File: src/hw/temp_readout_map.vh
`ifndef TEMP_READOUT_MAP_VH
`define TEMP_READOUT_MAP_VH

// configuration register 1 (plain input byte), range-select bit position
`define CFG1_RANGE_BIT 2

// high-byte coding
`define STD_HI_MIN 8'h00
`define STD_HI_MAX 8'h7f
`define EXT_OFFSET 10'h040
`define EXT_HI_MIN 8'h00
`define EXT_HI_MAX 8'hff

// low byte: fraction in sixteenths in the upper nibble
`define FRAC_LSB 4
`define FRAC_BITS 4

// read-port selector values
`define SEL_LOCAL_HI 3'h0
`define SEL_LOCAL_LO 3'h1
`define SEL_REMOTE_HI 3'h2
`define SEL_REMOTE_LO 3'h3
`define SEL_STATUS 3'h4
`define SEL_FORMAT 3'h5

// status byte bit positions
`define ST_LOCAL_HIGH 0
`define ST_LOCAL_LOW 1
`define ST_REMOTE_HIGH 2
`define ST_REMOTE_LOW 3
`define ST_LOCAL_CRIT 5
`define ST_REMOTE_CRIT 4
`define ST_LINE_LOW 6

// format byte bit positions
`define FMT_LOCAL_EXT 0
`define FMT_REMOTE_EXT 1

// reset values
`define RESULT_RST 8'h00
`define RDATA_RST 8'h00
`define ALARM_RST 1'b0
`define EXT_FLAG_RST 1'b0

`endif

File: src/hw/temp_format.v
`timescale 1ns/1ps
`default_nettype none
`include "temp_readout_map.vh"

module temp_format #(
    parameter TW = 13
) (
    input wire signed [TW-1:0] temp_i,
    input wire ext_i,
    output reg [7:0] hi_o,
    output reg [7:0] lo_o
);

    reg signed [TW-5:0] whole;
    reg signed [TW-3:0] shifted;

    always @* begin
        whole = temp_i[TW-1:`FRAC_LSB];
        shifted = {{2{whole[TW-5]}}, whole} + $signed(`EXT_OFFSET);
        // fraction in upper nibble, lower nibble always zero
        lo_o = {temp_i[`FRAC_BITS-1:0], 4'h0};
        if (ext_i) begin
            // unsigned code, zero means minus 64 degrees
            if (shifted < 0) begin
                hi_o = `EXT_HI_MIN;
                lo_o = 8'h00;
            end else if (shifted > $signed({2'b00, `EXT_HI_MAX})) begin
                hi_o = `EXT_HI_MAX;
                lo_o = 8'h00;
            end else begin
                hi_o = shifted[7:0];
            end
        end else begin
            if (whole < 0) begin
                hi_o = `STD_HI_MIN;
                lo_o = 8'h00;
            end else if (whole > $signed({1'b0, `STD_HI_MAX})) begin
                hi_o = `STD_HI_MAX;
                lo_o = 8'h00;
            end else begin
                hi_o = whole[7:0];
            end
        end
    end

endmodule // temp_format

`default_nettype wire

File: src/hw/temp_readout.v
// Behaviour
// default format reports 0 to 127 degrees, plain binary, one count per degree.
// default format clamps results below zero to high byte 00.
// default format saturates results above 127 to high byte 7f.
// configuration 1 bit 2 selects extended range; clear selects default range.
// range change applies from next conversion; stored results keep old format.
// extended format adds 64 to the binary value.
// extended format spans minus 64 (code 0) to 191 (code ff).
// each channel result is held as a high and low byte pair.
// high byte holds whole degrees, one degree per count.
// low byte holds the fractional part of the temperature.
// resolution fixed at one sixteenth degree on both channels.
// early alarm when a result is above high or below low limit.
// critical alarm when a result exceeds its critical limit.
// alarm pins only pull low or release, for wired-OR sharing.
// host reaches results and status through the serial target.
// low byte upper nibble is sixteenths, lower nibble always zero.
// extended high byte is unsigned, zero meaning minus 64 degrees.
// both bytes of a channel update together from one conversion.
`timescale 1ns/1ps
`default_nettype none
`include "temp_readout_map.vh"

module temp_readout #(
    parameter TW = 13
) (
    input wire ref_clk_i,
    input wire rstn_i,
    input wire clk_en_i,
    input wire conv_done_i,
    input wire conv_remote_i,
    input wire signed [TW-1:0] conv_temp_i,
    input wire [7:0] cfg1_i,
    input wire [7:0] local_high_lim_i,
    input wire [7:0] local_low_lim_i,
    input wire [7:0] remote_high_lim_i,
    input wire [7:0] remote_low_lim_i,
    input wire [7:0] local_crit_lim_i,
    input wire [7:0] remote_crit_lim_i,
    input wire [2:0] rd_sel_i,
    input wire early_alarm_n_i,
    output reg early_alarm_n_o,
    output reg early_alarm_n_oe_o,
    input wire critical_limit_alarm_n_i,
    output reg critical_limit_alarm_n_o,
    output reg critical_limit_alarm_n_oe_o,
    output reg [7:0] rd_data_o
);

    ////////////////////////////////////////////////////////////////////////////
    // compare helpers, shared by both channels and every limit

    // strict compares: a result sitting exactly on a limit stays quiet
    function above_limit(input [7:0] value, input [7:0] limit);
        above_limit = value > limit;
    endfunction

    function below_limit(input [7:0] value, input [7:0] limit);
        below_limit = value < limit;
    endfunction

    ////////////////////////////////////////////////////////////////////////////
    // formatting of the incoming conversion

    wire [7:0] fmt_hi;
    wire [7:0] fmt_lo;
    // range bit is sampled only with the conversion strobe
    wire conv_ext = cfg1_i[`CFG1_RANGE_BIT];

    temp_format #(
        .TW(TW)
    ) u_fmt (
        .temp_i(conv_temp_i),
        .ext_i(conv_ext),
        .hi_o(fmt_hi),
        .lo_o(fmt_lo)
    );

    ////////////////////////////////////////////////////////////////////////////
    // result byte pairs

    reg [7:0] local_hi_q;
    reg [7:0] local_lo_q;
    reg [7:0] remote_hi_q;
    reg [7:0] remote_lo_q;
    reg local_ext_q;
    reg remote_ext_q;

    always @(posedge ref_clk_i or negedge rstn_i) begin
        if (!rstn_i) begin
            local_hi_q <= `RESULT_RST;
            local_lo_q <= `RESULT_RST;
            remote_hi_q <= `RESULT_RST;
            remote_lo_q <= `RESULT_RST;
            local_ext_q <= `EXT_FLAG_RST;
            remote_ext_q <= `EXT_FLAG_RST;
        end else if (clk_en_i && conv_done_i) begin
            // both halves written in the same cycle, so a read never mixes conversions
            if (conv_remote_i) begin
                remote_hi_q <= fmt_hi;
                remote_lo_q <= fmt_lo;
                remote_ext_q <= conv_ext;
            end else begin
                local_hi_q <= fmt_hi;
                local_lo_q <= fmt_lo;
                local_ext_q <= conv_ext;
            end
        end
    end

    ////////////////////////////////////////////////////////////////////////////
    // limit compare on the stored high bytes
    // limits are expected in the same coding as the results; a range change
    // leaves the stored byte in its old coding until the next conversion

    wire local_above = above_limit(local_hi_q, local_high_lim_i);
    wire local_below = below_limit(local_hi_q, local_low_lim_i);
    wire remote_above = above_limit(remote_hi_q, remote_high_lim_i);
    wire remote_below = below_limit(remote_hi_q, remote_low_lim_i);
    wire local_crit = above_limit(local_hi_q, local_crit_lim_i);
    wire remote_crit = above_limit(remote_hi_q, remote_crit_lim_i);
    wire early_any = local_above | local_below | remote_above | remote_below;
    wire crit_any = local_crit | remote_crit;

    reg line_low_q;

    always @(posedge ref_clk_i or negedge rstn_i) begin
        if (!rstn_i) begin
            early_alarm_n_o <= `ALARM_RST;
            early_alarm_n_oe_o <= `ALARM_RST;
            critical_limit_alarm_n_o <= `ALARM_RST;
            critical_limit_alarm_n_oe_o <= `ALARM_RST;
            line_low_q <= `ALARM_RST;
        end else if (clk_en_i) begin
            // open drain: data held low, only the enable moves
            early_alarm_n_o <= 1'b0;
            critical_limit_alarm_n_o <= 1'b0;
            early_alarm_n_oe_o <= early_any;
            critical_limit_alarm_n_oe_o <= crit_any;
            // another device on the shared line may hold it low
            line_low_q <= ~(early_alarm_n_i & critical_limit_alarm_n_i);
        end
    end

    ////////////////////////////////////////////////////////////////////////////
    // read port toward the serial target

    reg [7:0] status;
    reg [7:0] fmt_flags;

    always @* begin
        status = 8'h00;
        status[`ST_LOCAL_HIGH] = local_above;
        status[`ST_LOCAL_LOW] = local_below;
        status[`ST_REMOTE_HIGH] = remote_above;
        status[`ST_REMOTE_LOW] = remote_below;
        status[`ST_LOCAL_CRIT] = local_crit;
        status[`ST_REMOTE_CRIT] = remote_crit;
        status[`ST_LINE_LOW] = line_low_q;
    end

    // lets the host tell which coding each stored result was taken in
    always @* begin
        fmt_flags = 8'h00;
        fmt_flags[`FMT_LOCAL_EXT] = local_ext_q;
        fmt_flags[`FMT_REMOTE_EXT] = remote_ext_q;
    end

    always @(posedge ref_clk_i or negedge rstn_i) begin
        if (!rstn_i) begin
            rd_data_o <= `RDATA_RST;
        end else if (clk_en_i) begin
            case (rd_sel_i)
                `SEL_LOCAL_HI: rd_data_o <= local_hi_q;
                `SEL_LOCAL_LO: rd_data_o <= local_lo_q;
                `SEL_REMOTE_HI: rd_data_o <= remote_hi_q;
                `SEL_REMOTE_LO: rd_data_o <= remote_lo_q;
                `SEL_STATUS: rd_data_o <= status;
                `SEL_FORMAT: rd_data_o <= fmt_flags;
                default: rd_data_o <= 8'h00;
            endcase
        end
    end

endmodule // temp_readout

`default_nettype wire

File: config.mk
export PLATFORM = sky130hd
export DESIGN_NAME = temp_readout
export DESIGN_NICKNAME = d
export VERILOG_FILES = /design/src/hw/temp_format.v /design/src/hw/temp_readout.v
export VERILOG_INCLUDE_DIRS = /design/src /design/src/hw
export SDC_FILE = /design/constraint.sdc
export NUM_CORES = 1
export LEC_CHECK = 0
export BUFFER_PORTS_ARGS = -buffer_cell sky130_fd_sc_hd__buf_2
export CORE_UTILIZATION = 53
export CTS_CLUSTER_DIAMETER = 60
export DETAILED_ROUTE_END_ITERATION = 8
export PLACE_DENSITY = 0.81
export SYNTH_ARGS = -nofsm -noshare
export SYNTH_HDL_FRONTEND = slang
export SYNTH_SLANG_ARGS = --single-unit
File: constraint.sdc
create_clock -name ref_clk_i -period 1.7 [get_ports ref_clk_i]
set_input_delay 0.17 -clock ref_clk_i [delete_from_list [all_inputs] [get_ports ref_clk_i]]
set_output_delay 0.17 -clock ref_clk_i [all_outputs]
set_load 0.05 [all_outputs]
==> results of run 1 <==
worst max-delay path: cells and delay by family, from the launching register on:
family,cells,cell delay [ns]
flip-flops,1,0.47
adder cells (fa/ha/maj),1,0.32
AND/OR/NAND/NOR,2,0.25
AO/OA/AOI/OAI,3,0.53
layer usage:
layer	part of all wire (%)	vias up	wire length (um)
li1	-	1497	-
met1	40	1499	3700
met2	49	168	4510
met3	7.9	38	726
met4	2.4	0	221
met5	0	-	0
placed cells by master (no fill, tap or decap), types with 4 or more instances in the layout:
| master | count |
|---|---|
| a211oi_1 | 6 |
| a31oi_1 | 11 |
| inv_1 | 51 |
| nand2_1 | 17 |
| o21ai_1 | 5 |
| o21ai_0 | 12 |
| nand4_1 | 9 |
| a21o_1 | 5 |
| buf_4 | 20 |
| o211ai_1 | 4 |
| ha_1 | 40 |
| buf_2 | 81 |
| clkbuf_8 | 6 |
| nor2b_1 | 7 |
| mux2_2 | 4 |
| dfrtp_1 | 29 |
| nand3_1 | 8 |
| a21oi_1 | 27 |
| nor2_1 | 42 |
| a21oi_2 | 5 |
| nor3_2 | 9 |
| dfrtp_2 | 8 |
| ha_4 | 9 |
timing repair:
item,in CTS,in global routing
setup buffers,1,6
gates resized for setup,3,32
hold endpoints to repair,37,0
endpoints found under the setup margin,2,7
hold buffers,1,0
pin swaps,0,11
final timing paths:
check	cells after the start	end	start
worst max-delay path	6	early_alarm_n_oe_o$_DFFE_PN0P_	remote_hi_q[3]$_DFFE_PN0P_
worst min-delay path	2	line_low_q$_DFFE_PN0P_	critical_limit_alarm_n_i
worst max register to register	6	early_alarm_n_oe_o$_DFFE_PN0P_	remote_hi_q[3]$_DFFE_PN0P_
worst min register to register	1	rd_data_o[6]$_DFFE_PN0P_	rd_data_o[6]$_DFFE_PN0P_
max in group asynchronous	3	remote_hi_q[4]$_DFFE_PN0P_	rstn_i
min in group asynchronous	3	rd_data_o[3]$_DFFE_PN0P_	rstn_i
final cells by class:
class	count	area share (%)
Multi-Input combinational cell	266	52.9
Sequential cell	37	23.1
Inverter	51	4.72
Clock buffer	7	2.13
Tap cell	72	2.22
Timing Repair Buffer	105	15.0
cells by family after synthesis:
| family | count (synthesis) |
|---|---|
| flops | 37 |
| xor+xnor | 1 |
| compound gates | 98 |
| simple gates | 108 |
| fa+ha+maj | 49 |
| buf+inv | 63 |
| other cells | 1 |
| mux | 8 |
flip-flops by register name, summed over array words and instances, names as in the netlist:
| name | count |
|---|---|
| remote_ext_q | 1 |
| rd_data_o | 8 |
| remote_hi_q | 8 |
| line_low_q | 1 |
| critical_limit_alarm_n_oe_o | 1 |
| remote_lo_q | 4 |
| local_hi_q | 8 |
| local_ext_q | 1 |
| local_lo_q | 4 |
| early_alarm_n_oe_o | 1 |
synthesized netlist by cell type (all sizes together) (2+ instances only):
master	n	area, sq um
o221ai	3	26.3
a211oi	7	52.6
nor3	10	90.1
clkbuf	4	15.0
inv	51	191
nand2	17	63.8
a221oi	2	17.5
nor2	44	173
or2	2	12.5
o22ai	4	25.0
dfrtp	37	926
and4	2	22.5
a21oi	32	164
o21ai	17	85.1
a21o	5	37.5
nand2b	3	18.8
ha	49	613
a31oi	11	68.8
a22oi	3	22.5
o21a	3	22.5
nand4	9	56.3
nand3	8	40.0
mux4	3	67.6
mux2	4	45.0
nor2b	8	50.1
o211ai	4	30.0
and3	5	41.3
buf	8	48.8
per-stage QoR:
| step | utilization (%) | setup TNS [ns] | area [sq um] |
|---|---|---|---|
| after floorplan | - | 0 | 3150 |
| after global placement | 66.3 | 0 | 3720 |
| after detailed placement | 66.3 | -0.0616 | 3720 |
| after CTS | 68.4 | 0 | 3830 |
| after global routing | 72.3 | -0.246 | 4060 |
| final | 72.3 | 0 | 4060 |
power groups by stage:
| stage | clock [mW] | sequential [mW] | combinational [mW] |
|---|---|---|---|
| 6_report | 0.622 | 1.20 | 1.55 |
| 5_1_grt | 0.656 | 1.21 | 1.69 |
| 4_1_cts | 0.610 | 1.17 | 1.35 |
| 3_5_place_dp | 0 | 1.19 | 1.33 |
| 3_3_place_gp | 0 | 1.18 | 1.26 |
| 2_1_floorplan | 0 | 1.28 | 0.739 |
==> impl_metrics.py, run 1 <==
metrics = {
    "timing": {
        "rsz0062_at_grt": "true",
        "timing.hold.ws_ns": 0.0636,
        "clock-skew-final_ns": 0.00527,
        "period_needed_ns": 1.70,
        "relSlewSlack_pct": 53.5,
        "finalHoldViolCount": 0,
        "tightest_slew_ns": 0.693,
        "fmax_ghz": 0.589,
        "setup_ws_ns": 0.00188,
        "setup_viol": 0,
        "slew_viol_final": 0,
        "finalCritPeriodShare_pct": 99.9,
    },
    "clocking": {
        "clock_latency_ns": 0.29,
        "cts.sinks": 37,
        "clockRootBuffer": "clkbuf_8",
        "numCtsBuffers": 5,
        "clk_pin_slew_ns": 0.07,
        "h-tree-depth": 2,
        "tritoncts": "done",
        "clk_path_buf_depth": 2,
    },
    "power": {
        "clockPowerShare_pct": 18.4,
        "power.switching_mw": 1.32,
        "comb_power_share_pct": 46.0,
        "leakage_nw": 2.01,
        "internal-power_mw": 2.05,
        "power_mw": 3.37,
        "swShare_pct": 39.1,
        "ir_drop_uv": 558,
        "pwr-share-seq_pct": 35.6,
        "power_density_nw_per_um2": 831,
    },
    "die": {
        "die_x_um": 79.0,
        "io_pins": 91,
        "coreArea_sq_um": 5610,
        "initial_core_util_pct": 56.0,
        "dieHeight_um": 79.0,
        "die_area_sq_um": 6240,
        "num_rows": 27,
    },
    "setup_path": {
        "critPathLaunchType": "flop",
        "path_cells": "ha_1, o21a_1, nor2_1, o31a_1, nor3_2, a31oi_1",
        "crit_fanout": 5,
        "rrSetupSlack_ns": 0.002,
        "cp-end-kind": "flop",
        "cp_slowest_cell": "dfrtp_1",
        "cp_data_required_time_ns": 1.86,
        "crit_type": "reg2reg",
        "arrival_ns": 1.86,
        "slowest_delay_ns": 0.47,
    },
    "global_routing": {
        "overflow": 0,
        "met1_usage_pct": 35.0,
        "grt_pass1_vias": 3046,
        "busiest_layer": "met2",
        "grt_pass1_wl_um": 13500,
        "antenna_found_initial": 0,
        "met2_usage_pct": 46.5,
        "grtUsageTotal_pct": 27.8,
        "grt_max_degree": 38,
        "met3_usage_pct": 5.63,
    },
    "yosys": {
        "yosys.area_share.simple_pct": 18.1,
        "synth_xor_area_share_pct": 0.279,
        "synth_top_family_by_area": "compound AO/OA/AOI/OAI gates",
        "syn_area_sq_um": 3140,
        "ys_seq_area_share_pct": 29.5,
        "yosysWarnings": 0,
        "ys_async_sr_fraction_pct": 100,
        "yosys-mux-area-fraction_pct": 3.90,
        "ys_types": 45,
        "synthCells": 365,
        "avgSynthCellArea_sq_um": 8.61,
        "synthAdderAreaFrac_pct": 19.5,
        "synthFlopType": "dfrtp_1",
        "synth-edff-count": 0,
        "synth_compound_area_share_pct": 20.5,
        "ys_seq_elements": 37,
    },
    "route": {
        "ant_nets": 0,
        "viasPerCell": 5.95,
        "drt_iter0_drc": 333,
        "drc": 0,
        "dr.pass1.iters": 6,
        "vias": 3202,
        "drt_wl_total_um": 9150,
        "wl_per_cell_um": 17.0,
    },
    "final_layout": {
        "multi_input_area_sq_um": 2140,
        "nNetsFinal": 594,
        "regArea_sq_um": 936,
        "fillers": 406,
        "drive_gt1_share_pct": 35.4,
        "antenna_cells": 0,
        "finalNonFillerCells": 538,
        "syn_to_final_growth_pct": 29.0,
    },
    "placement": {
        "globalplace.congestion": 0.898,
        "dp_hpwl_um": 6510,
        "dp_cells": 524,
        "numPortBuffers": 81,
        "place_worst_setup_slack_ns": -0.0557,
    },
    "outcome": {
        "status": "finished clean",
    },
    "hold_path": {
        "min_path_type": "in2reg",
    },
    "job": {
        "max_cap_violations": 0,
    },
}
Power figures use the tool's default switching activity.
==> inputs of run 2 (changes only) <==
ABC_AREA = 1   (was not set)
==> run 2 against run 1 <==
Count of clock-buffer cells in the layout is the same. Utilization fell by 7.4 points. Largest power group is now registers. Design area decreased by 5.8%. Worst setup slack better by 0.12 ns. Final cell count is 20% higher. Via count increased by 0.47%. Combinational power is 29% lower. Global-route usage down 2.3 points. Clock power hardly changed. Sequential power about the same. Critical path depth is 2 higher. Sequential share of layout area increased by 1.2 points.
==> impl_metrics.py, run 2 <==
metrics = {
    "timing": {
        "setup_viol": 0,
        "timing.hold.ws_ns": 0.0429,
        "relSlewSlack_pct": 66.5,
        "finalCritPeriodShare_pct": 92.9,
        "slew_viol_final": 0,
        "clock-skew-final_ns": 0.00744,
        "setup_ws_ns": 0.120,
        "finalHoldViolCount": 0,
        "rsz0062_at_grt": "false",
        "period_needed_ns": 1.58,
        "setup-tns-final_ns": 0,
        "tightest_slew_ns": 0.500,
        "fmax_ghz": 0.633,
    },
    "setup_path": {
        "cp_data_required_time_ns": 1.89,
        "crit_top_cell": "nor2_1",
        "path_cells": "ha_1, a21o_1, nor2_1, nand2_1, nand2_1, nand3_1, nor2_1, nor2_1",
        "ff2ff_path_depth": 8,
        "rrSetupSlack_ns": 0.12,
        "critPathLaunchType": "flop",
        "arrival_ns": 1.77,
        "rr_startpoint": "local_hi_q[7]$_DFFE_PN0P_",
        "setup.worst_path.start": "local_hi_q[7]$_DFFE_PN0P_",
        "crit_type": "reg2reg",
        "slowest_delay_ns": 0.44,
        "cp-end-kind": "flop",
        "cp_slowest_cell": "dfrtp_1",
        "crit_path_end": "early_alarm_n_oe_o$_DFFE_PN0P_",
        "timing.rr.end": "early_alarm_n_oe_o$_DFFE_PN0P_",
        "crit_fanout": 5,
    },
    "clocking": {
        "clock_latency_ns": 0.29,
        "clk_pin_slew_ns": 0.07,
        "tritoncts": "done",
        "h-tree-depth": 2,
        "clockRootBuffer": "clkbuf_8",
        "cts_setup_buffers": 0,
        "cts.sinks": 37,
        "clk_path_buf_depth": 2,
        "numCtsBuffers": 5,
    },
    "route": {
        "viasPerCell": 4.98,
        "wl_per_cell_um": 11.9,
        "drc": 0,
        "dr.pass1.iters": 4,
        "vias": 3217,
        "drt_iter0_drc": 179,
        "ant_nets": 0,
        "drt_wl_total_um": 7670,
    },
    "final_layout": {
        "final_cell_mix": "nand2_1 (179), inv_1 (91), buf_2 (81), ha_1 (49), dfrtp_1 (35)",
        "reg_top3": "local_hi_q x8, rd_data_o x8, remote_hi_q x8",
        "fillers": 525,
        "nNetsFinal": 699,
        "syn_to_final_growth_pct": 18.5,
        "drive_gt1_share_pct": 17.7,
        "final_common_cell": "nand2_1",
        "antenna_cells": 0,
    },
    "global_routing": {
        "grtUsageTotal_pct": 25.6,
        "antenna_found_initial": 1,
        "overflow": 0,
        "met1_usage_pct": 30.8,
        "grt_pass1_wl_um": 12600,
        "met3_usage_pct": 4.00,
        "met2_usage_pct": 45.6,
        "grt_pass1_vias": 2967,
        "busiest_layer": "met2",
        "grt_max_degree": 38,
    },
    "yosys": {
        "syn_area_sq_um": 3220,
        "synthMostInstantiatedCell": "nand2_1",
        "avgSynthCellArea_sq_um": 6.68,
        "ys_types": 25,
        "synth_common_cells": "nand2_1 (179), inv_1 (91), ha_1 (49), dfrtp_1 (37), nor2_1 (26)",
        "ys_seq_elements": 37,
        "synth_top_area_share_pct": 28.7,
        "synth-edff-count": 0,
        "synth_largest_area_cell": "dfrtp_1",
        "yosysWarnings": 0,
        "synthCells": 483,
        "ys_async_sr_fraction_pct": 100,
        "synthTopCellsByArea": "dfrtp_1 (29%), nand2_1 (21%), ha_1 (19%)",
        "ys_seq_area_share_pct": 28.7,
        "synthFlopType": "dfrtp_1",
    },
    "power": {
        "power_mw": 2.89,
        "power_density_nw_per_um2": 757,
        "ir_drop_uv": 394,
        "leakage_nw": 2.44,
    },
    "outcome": {
        "status": "finished clean",
    },
    "die": {
        "die_x_um": 80.0,
        "initial_core_util_pct": 54.8,
        "io_pins": 91,
        "coreArea_sq_um": 5890,
        "num_rows": 28,
        "die_area_sq_um": 6400,
        "dieHeight_um": 80.0,
    },
    "placement": {
        "globalplace.congestion": 0.851,
        "place_worst_setup_slack_ns": 0.105,
        "dp_hpwl_um": 6130,
        "numPortBuffers": 81,
    },
    "job": {
        "max_cap_violations": 0,
    },
    "hold_path": {
        "min_path_type": "in2reg",
    },
}
run 2: changes by cell type in the layout (fill, tap and decap cells not counted), sizes merged, moves of 5 or more:
| cell | change |
|---|---|
| nor2 | -17 |
| nand2 | +164 |
| buf | -19 |
| nor2b | -8 |
| a31oi | -9 |
| and3 | -5 |
| nand3 | +17 |
| nor3 | -8 |
| inv | +42 |
| a21oi | -10 |
| a211oi | -7 |
run 2: cells by family after synthesis:
group / Yosys count / synth area share (%)
compound gates: 54 / 9.12
xor+xnor: 1 / 0.505
fa+ha+maj: 49 / 19.0
buf+inv: 99 / 12.0
flops: 37 / 28.7
other cells: 1 / 0.116
simple gates: 242 / 30.5
run 2: final cells by class:
cell class                 instances  area (sq um)  area share [%]
tap                               75          93.8            2.46
inverter                          93           349            9.14
sequential                        37           928            24.3
clock buffer                       7          86.3            2.26
multi-input combinational        348          1920            50.2
timing repair buffer              86           445            11.7
run 2: worst max-delay path: cells and delay by family, from the launching register on:
family	cells	cell delay, ns
AOI/OAI and AO/OA	1	0.18
adders and majority gates	1	0.32
DFF	1	0.44
and+or+nand+nor	6	0.55
run 2: power by group:
part           switching (mW)  internal, mW
Clock                   0.299         0.321
Sequential              0.150          1.02
Combinational           0.687         0.418
run 2: how the worst min path moves through the flow:
stage	start	endpoint	cells past startpoint	slack (ns)
after CTS	critical_limit_alarm_n_i	line_low_q$_DFFE_PN0P_	2	0.04
final	critical_limit_alarm_n_i	line_low_q$_DFFE_PN0P_	2	0.04
after global placement	rstn_i	rd_data_o[3]$_DFFE_PN0P_	2	0.23
after detailed placement	rstn_i	critical_limit_alarm_n_oe_o$_DFFE_PN0P_	2	0.24
after global routing	critical_limit_alarm_n_i	line_low_q$_DFFE_PN0P_	2	0.04
after floorplan	rstn_i	critical_limit_alarm_n_oe_o$_DFFE_PN0P_	0	-0.13
run 2: layer usage:
metal,vias up,wire [um]
met4,2,182
met5,-,10
li1,1682,-
met1,1407,3390
met2,106,3680
met3,20,400
run 2: through the flow:
stage          instances  util (%)  area, sq um
6_report             646      64.9         3820
3_3_place_gp         638      63.2         3720
2_1_floorplan        484         -         3230
4_1_cts              646      64.8         3810
5_1_grt              646      64.9         3820
3_5_place_dp         638      63.2         3720
run 2: what timing repair did:
action / 4_1_cts / 5_1_grt
resized for setup: 0 / 5
setup endpoints to repair: 0 / 3
endpoints found under the hold margin: 37 / 0
hold buffers: 1 / 0
